==> src/core/btsb_cfg.svh <==
// Purpose: Constants for the bit test/skip and bit set execute block.
// Assumes: 14-bit instruction words, 8-bit file registers, 7-bit addresses.
// Notes:   Definitions only; included by bare name.
`ifndef BTSB_CFG_SVH
`define BTSB_CFG_SVH

// Instruction word layout
`define BTSB_WORD_W        14
`define BTSB_OPC_HI        13
`define BTSB_OPC_LO        10
`define BTSB_BIT_HI        9
`define BTSB_BIT_LO        7
`define BTSB_ADDR_HI       6
`define BTSB_ADDR_LO       0

// Opcode values of the top four bits (01 10 and 01 01)
`define BTSB_OPC_TEST_SKIP 4'h6
`define BTSB_OPC_SET_BIT   4'h5

// Data widths
`define BTSB_DATA_W        8
`define BTSB_ADDR_W        7
`define BTSB_SEL_W         3

// Reset values
`define BTSB_RST_DATA      8'h00
`define BTSB_RST_ADDR      7'h00

// Cycle counts per instruction
`define BTSB_CYC_PLAIN     1
`define BTSB_CYC_SKIPPED   2

`endif

==> src/core/btsb_pkg.sv <==
// Purpose: Types shared by the bit test/skip and bit set execute block.
// Assumes: Constants come from btsb_cfg.svh.
// Notes:   One-hot state codes are written out.
`include "btsb_cfg.svh"

package btsb_pkg;

  // Execution state, one-hot
  typedef enum logic [1:0] {
    BTSB_RUN  = 2'h1,
    BTSB_SKIP = 2'h2
  } btsb_state_type;

  typedef logic [`BTSB_WORD_W-1:0] btsb_word_type;
  typedef logic [`BTSB_DATA_W-1:0] btsb_data_type;
  typedef logic [`BTSB_ADDR_W-1:0] btsb_addr_type;
  typedef logic [`BTSB_SEL_W-1:0]  btsb_sel_type;

  // Whole registered state of the execute block
  typedef struct packed {
    btsb_state_type state;
    logic           rf_we;
    btsb_addr_type  rf_waddr;
    btsb_data_type  rf_wdata;
    logic           discard_fetch;
    logic           idle_op_exec;
    logic           instr_done;
    logic           status_we;
  } btsb_regs_type;

endpackage : btsb_pkg

==> src/core/btsb_exec.sv <==
// Purpose: Decode and execute of the bit test/skip-on-zero and bit set words.
// Assumes: One instruction per clk; rf_rdata holds the register addressed by
//          instr_word[6:0] in the same cycle instr_valid is high.
// Notes:   Results appear one edge after the word is taken.
//
// Operation
// [RQ1] Decode 0110 top bits as skip-on-zero test
// [RQ2] Skip next instruction only when bit zero
// [RQ3] Discard prefetched word, run idle operation instead
// [RQ4] Test takes one cycle, two when skipping
// [RQ5] Decode 0101 top bits, set selected bit
// [RQ6] No status flag change, other bits kept
`timescale 1ns/10ps
`default_nettype none
`include "btsb_cfg.svh"

module btsb_exec (
  // Clock and reset
  input  wire logic                    clk,
  input  wire logic                    rst,
  // Fetch stage
  input  wire btsb_pkg::btsb_word_type instr_word,
  input  wire logic                    instr_valid,
  // Register file read side
  input  wire btsb_pkg::btsb_data_type rf_rdata,
  // Register file write side
  output logic                         rf_we,
  output btsb_pkg::btsb_addr_type      rf_waddr,
  output btsb_pkg::btsb_data_type      rf_wdata,
  // Program flow
  output logic                         discard_fetch,
  output logic                         idle_op_exec,
  output logic                         instr_done,
  // Arithmetic status
  output logic                         status_we
);
  import btsb_pkg::*;

  btsb_regs_type r;
  btsb_regs_type next_r;

  btsb_data_type set_data;
  logic          bit_value;
  logic          is_test;
  logic          is_set;
  btsb_sel_type  bit_sel;
  btsb_addr_type reg_addr;

  // Field extraction from the word on the fetch port
  assign bit_sel  = instr_word[`BTSB_BIT_HI:`BTSB_BIT_LO];
  assign reg_addr = instr_word[`BTSB_ADDR_HI:`BTSB_ADDR_LO];

  // [RQ1] Skip test decode
  assign is_test = (instr_word[`BTSB_OPC_HI:`BTSB_OPC_LO] == `BTSB_OPC_TEST_SKIP);
  // [RQ5] Bit set decode
  assign is_set  = (instr_word[`BTSB_OPC_HI:`BTSB_OPC_LO] == `BTSB_OPC_SET_BIT);

  // Bit lane logic shared by both instructions
  btsb_bit_unit u_bit_unit (
    .data_in   (rf_rdata),
    .bit_sel   (bit_sel),
    .set_data  (set_data),
    .bit_value (bit_value)
  );

  // Next-state logic; pulses default low each cycle
  always_comb begin
    next_r               = r;
    next_r.rf_we         = 1'b0;
    next_r.discard_fetch = 1'b0;
    next_r.idle_op_exec  = 1'b0;
    next_r.instr_done    = 1'b0;
    // [RQ6] Status flags never written
    next_r.status_we     = 1'b0;
    unique case (r.state)
      BTSB_RUN: begin
        if (instr_valid && is_test) begin
          // [RQ2] Skip only on zero
          if (!bit_value) begin
            // [RQ3] Drop prefetched word
            next_r.discard_fetch = 1'b1;
            next_r.state         = BTSB_SKIP;
          end else begin
            // [RQ4] Single cycle, no skip
            next_r.instr_done = 1'b1;
          end
        end else if (instr_valid && is_set) begin
          // [RQ5] Write back with bit forced
          next_r.rf_we      = 1'b1;
          next_r.rf_waddr   = reg_addr;
          next_r.rf_wdata   = set_data;
          next_r.instr_done = 1'b1;
        end
      end
      BTSB_SKIP: begin
        // [RQ3] Idle operation replaces word
        // [RQ4] Second cycle closes skip
        next_r.idle_op_exec = 1'b1;
        next_r.instr_done   = 1'b1;
        next_r.state        = BTSB_RUN;
      end
      default: begin
        // Illegal one-hot code recovers to the run state
        next_r.state = BTSB_RUN;
      end
    endcase
  end

  // State register; reset gives a quiet run state
  always_ff @(posedge clk) begin
    if (rst) begin
      r.state         <= BTSB_RUN;
      r.rf_we         <= 1'b0;
      r.rf_waddr      <= `BTSB_RST_ADDR;
      r.rf_wdata      <= `BTSB_RST_DATA;
      r.discard_fetch <= 1'b0;
      r.idle_op_exec  <= 1'b0;
      r.instr_done    <= 1'b0;
      r.status_we     <= 1'b0;
    end else begin
      r <= next_r;
    end
  end

  // Outputs straight from the state flops
  assign rf_we         = r.rf_we;
  assign rf_waddr      = r.rf_waddr;
  assign rf_wdata      = r.rf_wdata;
  assign discard_fetch = r.discard_fetch;
  assign idle_op_exec  = r.idle_op_exec;
  assign instr_done    = r.instr_done;
  assign status_we     = r.status_we;
endmodule : btsb_exec

`default_nettype wire

==> src/core/btsb_bit_unit.sv <==
// Purpose: Per-bit select, test and set of one file register byte.
// Assumes: Purely combinational; caller registers the results.
// Notes:   One generate loop covers all eight bit lanes.
`timescale 1ns/10ps
`default_nettype none
`include "btsb_cfg.svh"

module btsb_bit_unit (
  // Operand
  input  wire btsb_pkg::btsb_data_type data_in,
  input  wire btsb_pkg::btsb_sel_type  bit_sel,
  // Results
  output wire btsb_pkg::btsb_data_type set_data,
  output wire logic                    bit_value
);
  import btsb_pkg::*;

  btsb_data_type hit;

  // Each lane either passes its bit or forces it high when selected
  genvar gi;
  generate
    for (gi = 0; gi < `BTSB_DATA_W; gi = gi + 1) begin : g_lane
      assign hit[gi]      = (bit_sel == btsb_sel_type'(gi));
      assign set_data[gi] = data_in[gi] | hit[gi];
    end
  endgenerate

  // Selected bit, a plain mux on the index
  assign bit_value = data_in[bit_sel];

endmodule : btsb_bit_unit

`default_nettype wire

==> config.mk <==
export PLATFORM = sky130hd
export DESIGN_NAME = btsb_exec
export DESIGN_NICKNAME = d
export VERILOG_FILES = /design/src/core/btsb_pkg.sv /design/src/core/btsb_exec.sv /design/src/core/btsb_bit_unit.sv
export VERILOG_INCLUDE_DIRS = /design/src /design/src/core
export SDC_FILE = /design/constraint.sdc
export NUM_CORES = 1
export LEC_CHECK = 0
export ABC_AREA = 1
export BUFFER_PORTS_ARGS = -buffer_cell sky130_fd_sc_hd__buf_2
export CAP_MARGIN = 25
export CORE_MARGIN = 2
export CORE_UTILIZATION = 51
export DETAILED_ROUTE_END_ITERATION = 10
export PLACE_DENSITY_LB_ADDON = 0.15
export SYNTH_ARGS = -nofsm -noshare
export SYNTH_HDL_FRONTEND = slang
export SYNTH_SLANG_ARGS = --single-unit
==> constraint.sdc <==
create_clock -name clk -period 2.25 [get_ports clk]
set_clock_uncertainty 0.1 [all_clocks]
set_input_delay 0.1125 -clock clk [delete_from_list [all_inputs] [get_ports clk]]
set_output_delay 0.1125 -clock clk [all_outputs]
set_load 0.02 [all_outputs]
==> results of run 1 <==
## timing repair
action,in CTS,in global routing
hold endpoints to repair,12,0
buffers inserted,0,0
hold buffers,11,0
endpoints found under the setup margin,0,0
## kinds of logic (layout without fill, tap and decap cells)
kind of cell / count (synthesis) / in the layout / synth area share [%]
other cells: 1 / 1 / 0.324
flops: 21 / 21 / 36.3
simple gates: 62 / 62 / 23.5
buf+inv: 37 / 74 / 20.7
compound gates: 28 / 28 / 17.0
fa+ha+maj: 2 / 2 / 2.16
## power by group
| part | internal (mW) | switching [mW] |
|---|---|---|
| Sequential | 0.378 | 0.00316 |
| Combinational | 0.0497 | 0.0622 |
| Clock | 0.0688 | 0.101 |
## worst min-delay path: cells and delay by family
kind	cells	cell delay (ns)
buffers and inverters	1	0.09
AO/OA/AOI/OAI	2	0.17
## final timing paths
path	start	end	slack [ns]	depth (start not counted)
hold reg to reg	rf_wdata[5]	rf_wdata[5]	0.38	2
setup reg to reg	r[21]	rf_waddr[5]	0.64	8
hold / removal	rf_rdata[0]	rf_wdata[0]	0.01	3
setup / recovery	r[21]	rf_waddr[5]	0.64	8
## final cells by class
class	instances	share of cell area (%)
inverter	15	4.29
multi-input combinational	93	36.3
tap	28	2.55
timing repair buffer	55	24.3
clock buffer	4	1.92
sequential	21	30.7
## per-layer routing
| metal | track usage (%) | wire [µm] | up-vias | share of wire, % |
|---|---|---|---|---|
| met5 | 0 | 0 | - | 0 |
| met3 | 3.74 | 109 | 4 | 4.7 |
| li1 | - | - | 530 | - |
| met4 | 7.46 | 25 | 0 | 1.1 |
| met1 | 22.1 | 983 | 464 | 43 |
| met2 | 37.0 | 1180 | 28 | 51 |
## flip-flops by register name, summed over array words and instances (netlist names)
name           cells
rf_we              1
instr_done         1
rf_wdata           8
r                  2
idle_op_exec       1
rf_waddr           7
discard_fetch      1
## stage by stage
step | cells | worst slack [ns] | instance area (µm²) | util [%]
2_1_floorplan | 151 | 0.965 | 1160 | -
3_3_place_gp | 201 | 0.714 | 1230 | 56.9
3_5_place_dp | 201 | 0.617 | 1230 | 56.9
4_1_cts | 216 | 0.615 | 1370 | 63.2
5_1_grt | 216 | 0.527 | 1370 | 63.2
6_report | 216 | 0.639 | 1370 | 63.2
## cells in the final DEF (no fill, tap or decap), drive strengths merged
cell         count
dfxtp           21
nand2           28
nor3             2
dlygate4sd3     11
or2              1
inv             15
ha               2
nand3b           1
a31oi            1
a21oi           11
conb             1
nor2            27
o21ai           16
nand3            3
buf             44
clkbuf           4
==> summary.txt, run 1 <==
Run status
  • Status: completed

Detailed routing
  • Post-route ant nets: 0
  • Vias per inst: 4.75
  • # DRC: 0
  • Initial DRC Count: 14
  • Wirelength, routed: 2300 µm
  • Via Count: 1026
  • Pre-Repair DR Iteration Count: 4
  • Per-cell routed wire length: 10.6 µm

Synthesis
  • Share of flip-flops with an asynchronous set or reset: 0%
  • Commonest cells post-synth: nand2_1, nor2_1, dfxtp_1, buf_4, inv_1
  • Yosys reg bits: 21
  • Most common cell in the netlist: nand2_1
  • Cell area after synthesis: 0.00116 mm²
  • Mapped Cells: 151
  • Largest area contributor in the netlist: dfxtp_1
  • Top cells by area, synth: dfxtp_1, buf_4, nand2_1
  • Post-synth top flop: dfxtp_1
  • Syn_nets: 178
  • Register area share after synthesis: 36.3%
  • Synth warnings: 0
  • EDFF count, synth: 0
  • Count of cell types in the netlist: 24
  • Mean Syn Cell Area: 7.67 µm²
  • Share of the synthesized area in the top cell type: 36.3%

Job
  • Max-Cap Viols: 0

Final layout
  • Final nets: 216
  • # diodes: 0
  • Seq. cell area: 420 µm²
  • Layout cell share with drive strength beyond 1: 37.2%
  • P&R area growth vs syn: 18.4%
  • FILL cells: 217
  • Area of the multi-input gates: 498 µm²

Setup path
  • Cell Chain, Critical Path: inv_1 -> ha_1 -> nand3b_4 -> nor2_4 -> buf_4 -> inv_2 -> nor2_1 -> nor2_1
  • CP Buf/Inv Count: 3
  • CP max-delay cell: dfxtp_1
  • Critical Path AT: 1.71 ns
  • Most used cell, CP: nor2_1
  • Worst Setup Path Type: reg2reg
  • Top delay family on crit path: buffers and inverters
  • Worst Path Max Fanout: 21
  • Startpoint Class: register
  • CP Capture Type: register
  • Worst EP required: 2.35 ns
  • Worst path max stage delay: 0.33 ns

Floorplan
  • Initial Util: 53.4%
  • Die span in x: 51.7 µm
  • Core Area: 0.00217 mm²
  • # IOs: 45
  • Die ar.: 0.00267 mm²
  • Die height: 51.7 µm
  • # rows: 17

STA
  • Hold Slack: 0.0122 ns
  • Tmin final: 1.61 ns
  • Setup violations, final: 0
  • Total Neg Setup Slack: 0 ns
  • Final worst path period share: 71.6%
  • Slew Viols, Final: 0
  • Fmax: 621 MHz
  • Final hold vios: 0
  • RSZ-0062 raised after global routing: false

Global route
  • Vias in the first global route: 971
  • First-pass GRT wire length: 4030 µm
  • Total grt overflow: 0
  • Antenna violations before repair: 0
  • Largest net degree at the start of global routing: 22
  • GRT Total Usage: 19.8%

Power
  • Leak Pwr: 0.715 nW
  • Worst VDD drop: 0.347 mV
  • PwrDens: 484 mW/mm²
  • Tot Pwr: 0.663 mW

Clock network
  • # clock sinks: 21
  • CTS clock-pin slew for the worst setup and hold paths: 0.11 ns
  • CTS-repair resized insts: 0
  • Skew-Pair Late Insertion Delay: 0.28 ns
  • CTS tree: built
  • Clock buffer depth: 2
  • Htree depth: 1
  • Num CTS Buffers: 3
  • Root Buffer: clkbuf_4

Place
  • Port Buffers: 43
  • Final RePlAce weighted congestion: 0.879
  • Post-DP HPWL: 1750 µm

Worst hold path
  • Hold Crit Class: in2reg
Power figures use the tool's default switching activity.
==> run 2: changes to the inputs <==
--- a/config.mk
+++ b/config.mk
@@ -6,11 +6,11 @@
 export SDC_FILE = /design/constraint.sdc
 export NUM_CORES = 1
 export LEC_CHECK = 0
-export ABC_AREA = 1
+export ABC_AREA = 0
 export BUFFER_PORTS_ARGS = -buffer_cell sky130_fd_sc_hd__buf_2
 export CAP_MARGIN = 25
 export CORE_MARGIN = 2
-export CORE_UTILIZATION = 51
+export CORE_UTILIZATION = 42
 export DETAILED_ROUTE_END_ITERATION = 10
 export PLACE_DENSITY_LB_ADDON = 0.15
 export SYNTH_ARGS = -nofsm -noshare
==> constraint.sdc (replaced) <==
create_clock -name clk -period 1.4 [get_ports clk]
set_clock_uncertainty 0.1 [all_clocks]
set_input_delay 0.07 -clock clk [delete_from_list [all_inputs] [get_ports clk]]
set_output_delay 0.07 -clock clk [all_outputs]
set_load 0.02 [all_outputs]
==> summary.txt, run 2 <==
Setup path
  • R2R Setup Slk: 0.03 ns (-0.61 ns)
  • Startpoint Class: register
  • Worst EP required: 1.49 ns (-0.86 ns)
  • Reg2Reg Launch Point: r[21]
  • Critical Path AT: 1.46 ns (-0.25 ns)
  • R2r endpoint: rf_waddr[4]
  • Reg2Reg Depth: 7 (-1)
  • Critical Path Start: r[21]
  • Worst Path Max Fanout: 7 (-67%)
  • Worst Setup Path Type: reg2reg
  • CP Capture Type: register

Synthesis
  • Synth warnings: 0 (unchanged)
  • Cell area after synthesis: 0.00107 mm² (-7.6%)
  • Commonest cells post-synth: dfxtp_1, buf_4, nor2_1, mux2i_1, a211oi_1
  • Mean Syn Cell Area: 9.39 µm² (+22%)
  • Post-synth top flop: dfxtp_1
  • Share of flip-flops with an asynchronous set or reset: 0% (unchanged)
  • EDFF count, synth: 0 (unchanged)
  • Register area share after synthesis: 39.3% (+3.0 points)
  • Mapped Cells: 114 (-25%)
  • Most common cell in the netlist: dfxtp_1
  • Top cells by area, synth: dfxtp_1, buf_4, mux2i_1
  • Count of cell types in the netlist: 30 (+25%)
  • Syn_nets: 141 (-21%)
  • Largest area contributor in the netlist: dfxtp_1
  • Share of the synthesized area in the top cell type: 39.3% (+3.0 points)
  • Yosys reg bits: 21 (unchanged)

STA
  • Setup violations, final: 0 (unchanged)
  • RSZ-0062 raised after global routing: true
  • Final setup margin: 0.0276 ns (-0.611 ns)
  • Final worst path period share: 98.0% (+26 points)
  • Final hold vios: 0 (unchanged)
  • Hold Slack: 0.00537 ns (-0.00683 ns)
  • Tmin final: 1.37 ns (-0.239 ns)
  • Fmax: 729 MHz (+17%)
  • Total Neg Setup Slack: 0 ns (unchanged)
  • Slew Viols, Final: 0 (unchanged)

Place
  • Area after DPL: 0.00122 mm² (-1.0%)
  • Post-DP HPWL: 1590 µm (-9.0%)
  • Port Buffers: 43 (unchanged)
  • Placed insts: 170 (-15%)
  • Final RePlAce weighted congestion: 0.730 (-17%)
  • Pre-CTS setup slack: -0.0517 ns (-0.669 ns)

Floorplan
  • Initial Util: 43.6% (-9.8 points)
  • Die span in x: 54.5 µm (+5.5%)
  • Core Area: 0.00245 mm² (+13%)
  • # rows: 18 (+1)
  • Die height: 54.5 µm (+5.5%)
  • # IOs: 45 (unchanged)
  • Die ar.: 0.00297 mm² (+11%)

Final layout
  • Fin util: 56.9% (-6.3 points)
  • Most flops, register: rf_wdata
  • Top flop regs: rf_wdata: 8 flops, rf_waddr: 7 flops, r: 2 flops
  • Fin area: 0.00140 mm² (+1.8%)
  • Most frequent cells in the layout: buf_2, nor2_1, dfxtp_1, dlygate4sd3_1, mux2i_1
  • Non-filler instance count after layout: 188 (-13%)
  • Max reg flops: 8 (unchanged)
  • Final nets: 186 (-14%)
  • FILL cells: 229 (+5.5%)
  • P&R area growth vs syn: 30.4%
  • Layout cell share with drive strength beyond 1: 43.0% (+5.8 points)
  • Commonest non-fill, non-tap cell in the layout: buf_2
  • # diodes: 0 (unchanged)

Worst hold path
  • Hold_sp: rf_rdata[0]
  • Worst Hold End: rf_wdata[0]
  • Hold path cells: 3 (unchanged)
  • Hold Crit Class: in2reg

Global route
  • GRT Total Usage: 15.2% (-4.7 points)
  • Total grt overflow: 0 (unchanged)
  • Vias in the first global route: 767 (-21%)
  • Largest net degree at the start of global routing: 20 (-9.1%)
  • First-pass GRT wire length: 3290 µm (-18%)
  • Antenna violations before repair: 0 (unchanged)

Power
  • Worst VDD drop: 0.617 mV (+78%)
  • Tot Pwr: 1.08 mW (+63%)
  • Leak Pwr: 0.645 nW (-9.8%)
  • PwrDens: 772 mW/mm² (+60%)

Detailed routing
  • Pre-Repair DR Iteration Count: 4 (unchanged)
  • Post-route ant nets: 0 (unchanged)
  • Vias per inst: 4.78 (+0.67%)
  • Per-cell routed wire length: 11.4 µm (+7.5%)
  • Wirelength, routed: 2150 µm (-6.4%)
  • Initial DRC Count: 17 (+3)
  • # DRC: 0 (unchanged)
  • Via Count: 899 (-12%)

Clock network
  • Root Buffer: clkbuf_4
  • CTS clock-pin slew for the worst setup and hold paths: 0.11 ns (about the same)
  • Skew-Pair Late Insertion Delay: 0.29 ns (about the same)
  • # clock sinks: 21 (unchanged)
  • CTS tree: built
  • Clock buffer depth: 2 (unchanged)
  • Htree depth: 1 (unchanged)
  • Num CTS Buffers: 3 (unchanged)

Job
  • Max-Cap Viols: 0 (unchanged)

Run status
  • Status: completed
## run 2: cells by family after synthesis
group / Yosys count / synth area share, %
AND/OR/NAND/NOR: 32 / 16.1
other: 1 / 0.350
flip-flops: 21 / 39.3
AO/OA/AOI/OAI: 23 / 17.1
buffers and inverters: 26 / 16.5
multiplexers: 9 / 8.41
adder cells (fa/ha/maj): 2 / 2.34
## run 2: cell type report
type / count / area [µm²] / share of cell area, %
multi-input cells: 67 / 504 / 36.1
flip-flops and latches: 21 / 423 / 30.3
repair buffers: 62 / 390 / 28.0
well taps: 30 / 37.5 / 2.69
clock buffers: 4 / 26.3 / 1.88
inverters: 4 / 15.0 / 1.08
## run 2: per-layer routing
layer  routed length (µm)  track usage, %
met1                  950            18.8
met2                 1030            25.5
met3                  156            5.46
met4                   15            2.50
met5                    0               0
## run 2: timing repair
action	in CTS	in global routing
setup buffers	3	1
hold endpoints to repair	10	0
pin swaps	1	0
setup endpoints to repair	15	16
resized for setup	2	2
cloned	0	0
hold buffers	10	0
## run 2: how the worst max path moves through the flow
stage,cells past startpoint,endpoint
after floorplan,7,rf_waddr[3]
after global placement,7,rf_waddr[4]
after detailed placement,7,rf_waddr[4]
after CTS,7,rf_waddr[4]
after global routing,7,rf_waddr[4]
final,7,rf_waddr[4]
## run 2: worst max-delay path, cell delays in order (launching register included)
cell and delay, ns:
dfxtp_2 0.34, inv_2 0.07, ha_4 0.15, nand2_4 0.05, nor3_4 0.14, buf_6 0.17, mux2i_1 0.20, nor2_1 0.05
## run 2: where the power goes
group | switching, mW | internal (mW) | leakage (nW)
logic | 0.0926 | 0.0910 | 0.460
registers | 0.00436 | 0.607 | 0.170
clock network | 0.173 | 0.111 | 0.0150
total | 0.270 | 0.809 | 0.645
==> run 3: changes to the inputs <==
--- a/config.mk
+++ b/config.mk
@@ -10,7 +10,7 @@
 export BUFFER_PORTS_ARGS = -buffer_cell sky130_fd_sc_hd__buf_2
 export CAP_MARGIN = 25
 export CORE_MARGIN = 2
-export CORE_UTILIZATION = 42
+export CORE_UTILIZATION = 46
 export DETAILED_ROUTE_END_ITERATION = 10
 export PLACE_DENSITY_LB_ADDON = 0.15
 export SYNTH_ARGS = -nofsm -noshare
==> constraint.sdc (replaced) <==
create_clock -name clk -period 1.47 [get_ports clk]
set_clock_uncertainty 0.1 [all_clocks]
set_input_delay 0.0735 -clock clk [delete_from_list [all_inputs] [get_ports clk]]
set_output_delay 0.0735 -clock clk [all_outputs]
set_load 0.02 [all_outputs]
==> summary.txt, run 3 (synthesis gave the netlist of run 2 again) <==
STA
  • Final setup margin: 0.0489 ns (+0.0213 ns)
  • Slew Viols, Final: 0 (unchanged)
  • Setup violations, final: 0 (unchanged)
  • Final worst path period share: 96.7% (-1.4 points)
  • RSZ-0062 raised after global routing: true
  • Hold Slack: 0.00558 ns (+0.000212 ns)
  • Fmax: 704 MHz (-3.4%)
  • Tmin final: 1.42 ns (+0.0487 ns)
  • Final hold vios: 0 (unchanged)

Floorplan
  • Die ar.: 0.00273 mm² (-8.1%)
  • # rows: 17 (-1)
  • Die span in x: 52.3 µm (-4.1%)
  • Core Area: 0.00221 mm² (-9.9%)
  • Die height: 52.3 µm (-4.1%)
  • # IOs: 45 (unchanged)
  • Initial Util: 48.4% (+4.8 points)

Global route
  • Largest net degree at the start of global routing: 20 (unchanged)
  • Vias in the first global route: 802 (+4.6%)
  • GRT Total Usage: 16.2% (+1.0 points)
  • First-pass GRT wire length: 3360 µm (+2.1%)
  • Antenna violations before repair: 0 (unchanged)
  • Total grt overflow: 0 (unchanged)

Detailed routing
  • Vias per inst: 5.01 (+4.8%)
  • Via Count: 922 (+2.6%)
  • # DRC: 0 (unchanged)
  • Post-route ant nets: 0 (unchanged)
  • Pre-Repair DR Iteration Count: 4 (unchanged)
  • Initial DRC Count: 8 (-9)
  • Wirelength, routed: 2170 µm (+0.88%)
  • Per-cell routed wire length: 11.8 µm (+3.1%)

Final layout
  • Max reg flops: 8 (unchanged)
  • # diodes: 0 (unchanged)
  • Final nets: 184 (-1.1%)
  • Commonest non-fill, non-tap cell in the layout: buf_2
  • Most flops, register: rf_wdata
  • FILL cells: 219 (-4.4%)
  • P&R area growth vs syn: 27.7%
  • Most frequent cells in the layout: buf_2, nor2_1, dfxtp_1, dlygate4sd3_1, mux2i_1
  • Layout cell share with drive strength beyond 1: 41.7% (-1.4 points)
  • Fin area: 0.00137 mm² (-2.1%)
  • Top flop regs: rf_wdata: 8 flops, rf_waddr: 7 flops, r: 2 flops
  • Fin util: 61.8% (+4.9 points)
  • Non-filler instance count after layout: 184 (-2.1%)

Power
  • Worst VDD drop: 0.629 mV (+1.9%)
  • Leak Pwr: 0.627 nW (-2.8%)
  • PwrDens: 758 mW/mm² (-1.8%)

Place
  • Post-DP HPWL: 1550 µm (-2.6%)
  • Final RePlAce weighted congestion: 0.783 (+7.2%)
  • Port Buffers: 43 (unchanged)
  • Area after DPL: 0.00120 mm² (-1.4%)
  • Placed insts: 166 (-2.4%)
  • Pre-CTS setup slack: 0.0232 ns (+0.0749 ns)

Setup path
  • Startpoint Class: register
  • Worst Path Max Fanout: 7 (unchanged)
  • Worst EP required: 1.56 ns (+0.07 ns)
  • Worst path max stage delay: 0.35 ns (about the same)
  • Worst Setup Path Type: reg2reg
  • Cell Chain, Critical Path: inv_2 -> ha_4 -> nand2_4 -> nor3_4 -> buf_6 -> mux2i_1 -> nor2_1
  • Critical Path AT: 1.52 ns (+0.06 ns)
  • CP Capture Type: register
  • CP max-delay cell: dfxtp_2

Clock network
  • Clock buffer depth: 2 (unchanged)
  • Num CTS Buffers: 3 (unchanged)
  • Skew-Pair Late Insertion Delay: 0.31 ns (+0.02 ns)
  • Htree depth: 1 (unchanged)
  • CTS clock-pin slew for the worst setup and hold paths: 0.13 ns (+0.02 ns)
  • CTS tree: built
  • Root Buffer: clkbuf_4
  • # clock sinks: 21 (unchanged)

Run status
  • Status: completed

Job
  • Max-Cap Viols: 0 (unchanged)

Worst hold path
  • Hold Crit Class: in2reg
## run 3: layout make-up
cell class / count / area (µm²) / share of cell area [%]
well taps: 28 / 35.0 / 2.56
inverters: 4 / 15.0 / 1.10
repair buffers: 60 / 373 / 27.3
flip-flops and latches: 21 / 423 / 30.9
multi-input cells: 67 / 494 / 36.1
clock buffers: 3 / 22.5 / 1.65
clock inverters: 1 / 5.00 / 0.366
## run 3: path summary, 6_finish.rpt
kind | start | end | slack [ns] | depth (start not counted)
setup / recovery | r[21] | rf_waddr[0] | 0.05 | 7
hold / removal | rf_rdata[3] | rf_wdata[3] | 0.006 | 3
setup reg to reg | r[21] | rf_waddr[0] | 0.05 | 7
hold reg to reg | r[21] | r[21] | 0.39 | 2
## run 3: what timing repair did
| action | CTS | global route |
|---|---|---|
| setup endpoints to repair | 4 | 15 |
| endpoints found under the hold margin | 10 | 0 |
| resized for setup | 0 | 2 |
| buffers inserted | 0 | 3 |
| cloned | 0 | 1 |
| pin swaps | 0 | 4 |
| hold buffers | 10 | 0 |
## run 3: power breakdown
part           leakage (nW)  switching [mW]  internal (mW)  total [mW]
Combinational         0.440          0.0851         0.0817       0.167
Clock                0.0177           0.187          0.101       0.288
Sequential            0.170         0.00412          0.578       0.582
Total                 0.627           0.276          0.761        1.04
## run 3: routing by layer
layer  global-route usage, %  wire, µm  part of all wire, %  vias up
met5                       0         0                    0        -
li1                        -         -                    -      468
met2                    27.0      1070                   49       23
met1                    21.2       961                   44      429
met3                    2.86       127                  5.9        2
met4                    5.13        13                 0.60        0
## run 3: through the flow
step | power [mW] | TNS, ns
2_1_floorplan | 0.695 | -0.0813
3_3_place_gp | 0.736 | 0
3_5_place_dp | 0.738 | 0
4_1_cts | 1.04 | -0.0234
5_1_grt | 1.08 | -0.139
6_report | 1.04 | 0
## run 3: critical path, delay by kind of cell (launching register included)
| family | cells | cell delay [ns] |
|---|---|---|
| adders and majority gates | 1 | 0.14 |
| muxes | 1 | 0.20 |
| and+or+nand+nor | 3 | 0.27 |
| DFF | 1 | 0.35 |
| buffers and inverters | 2 | 0.24 |
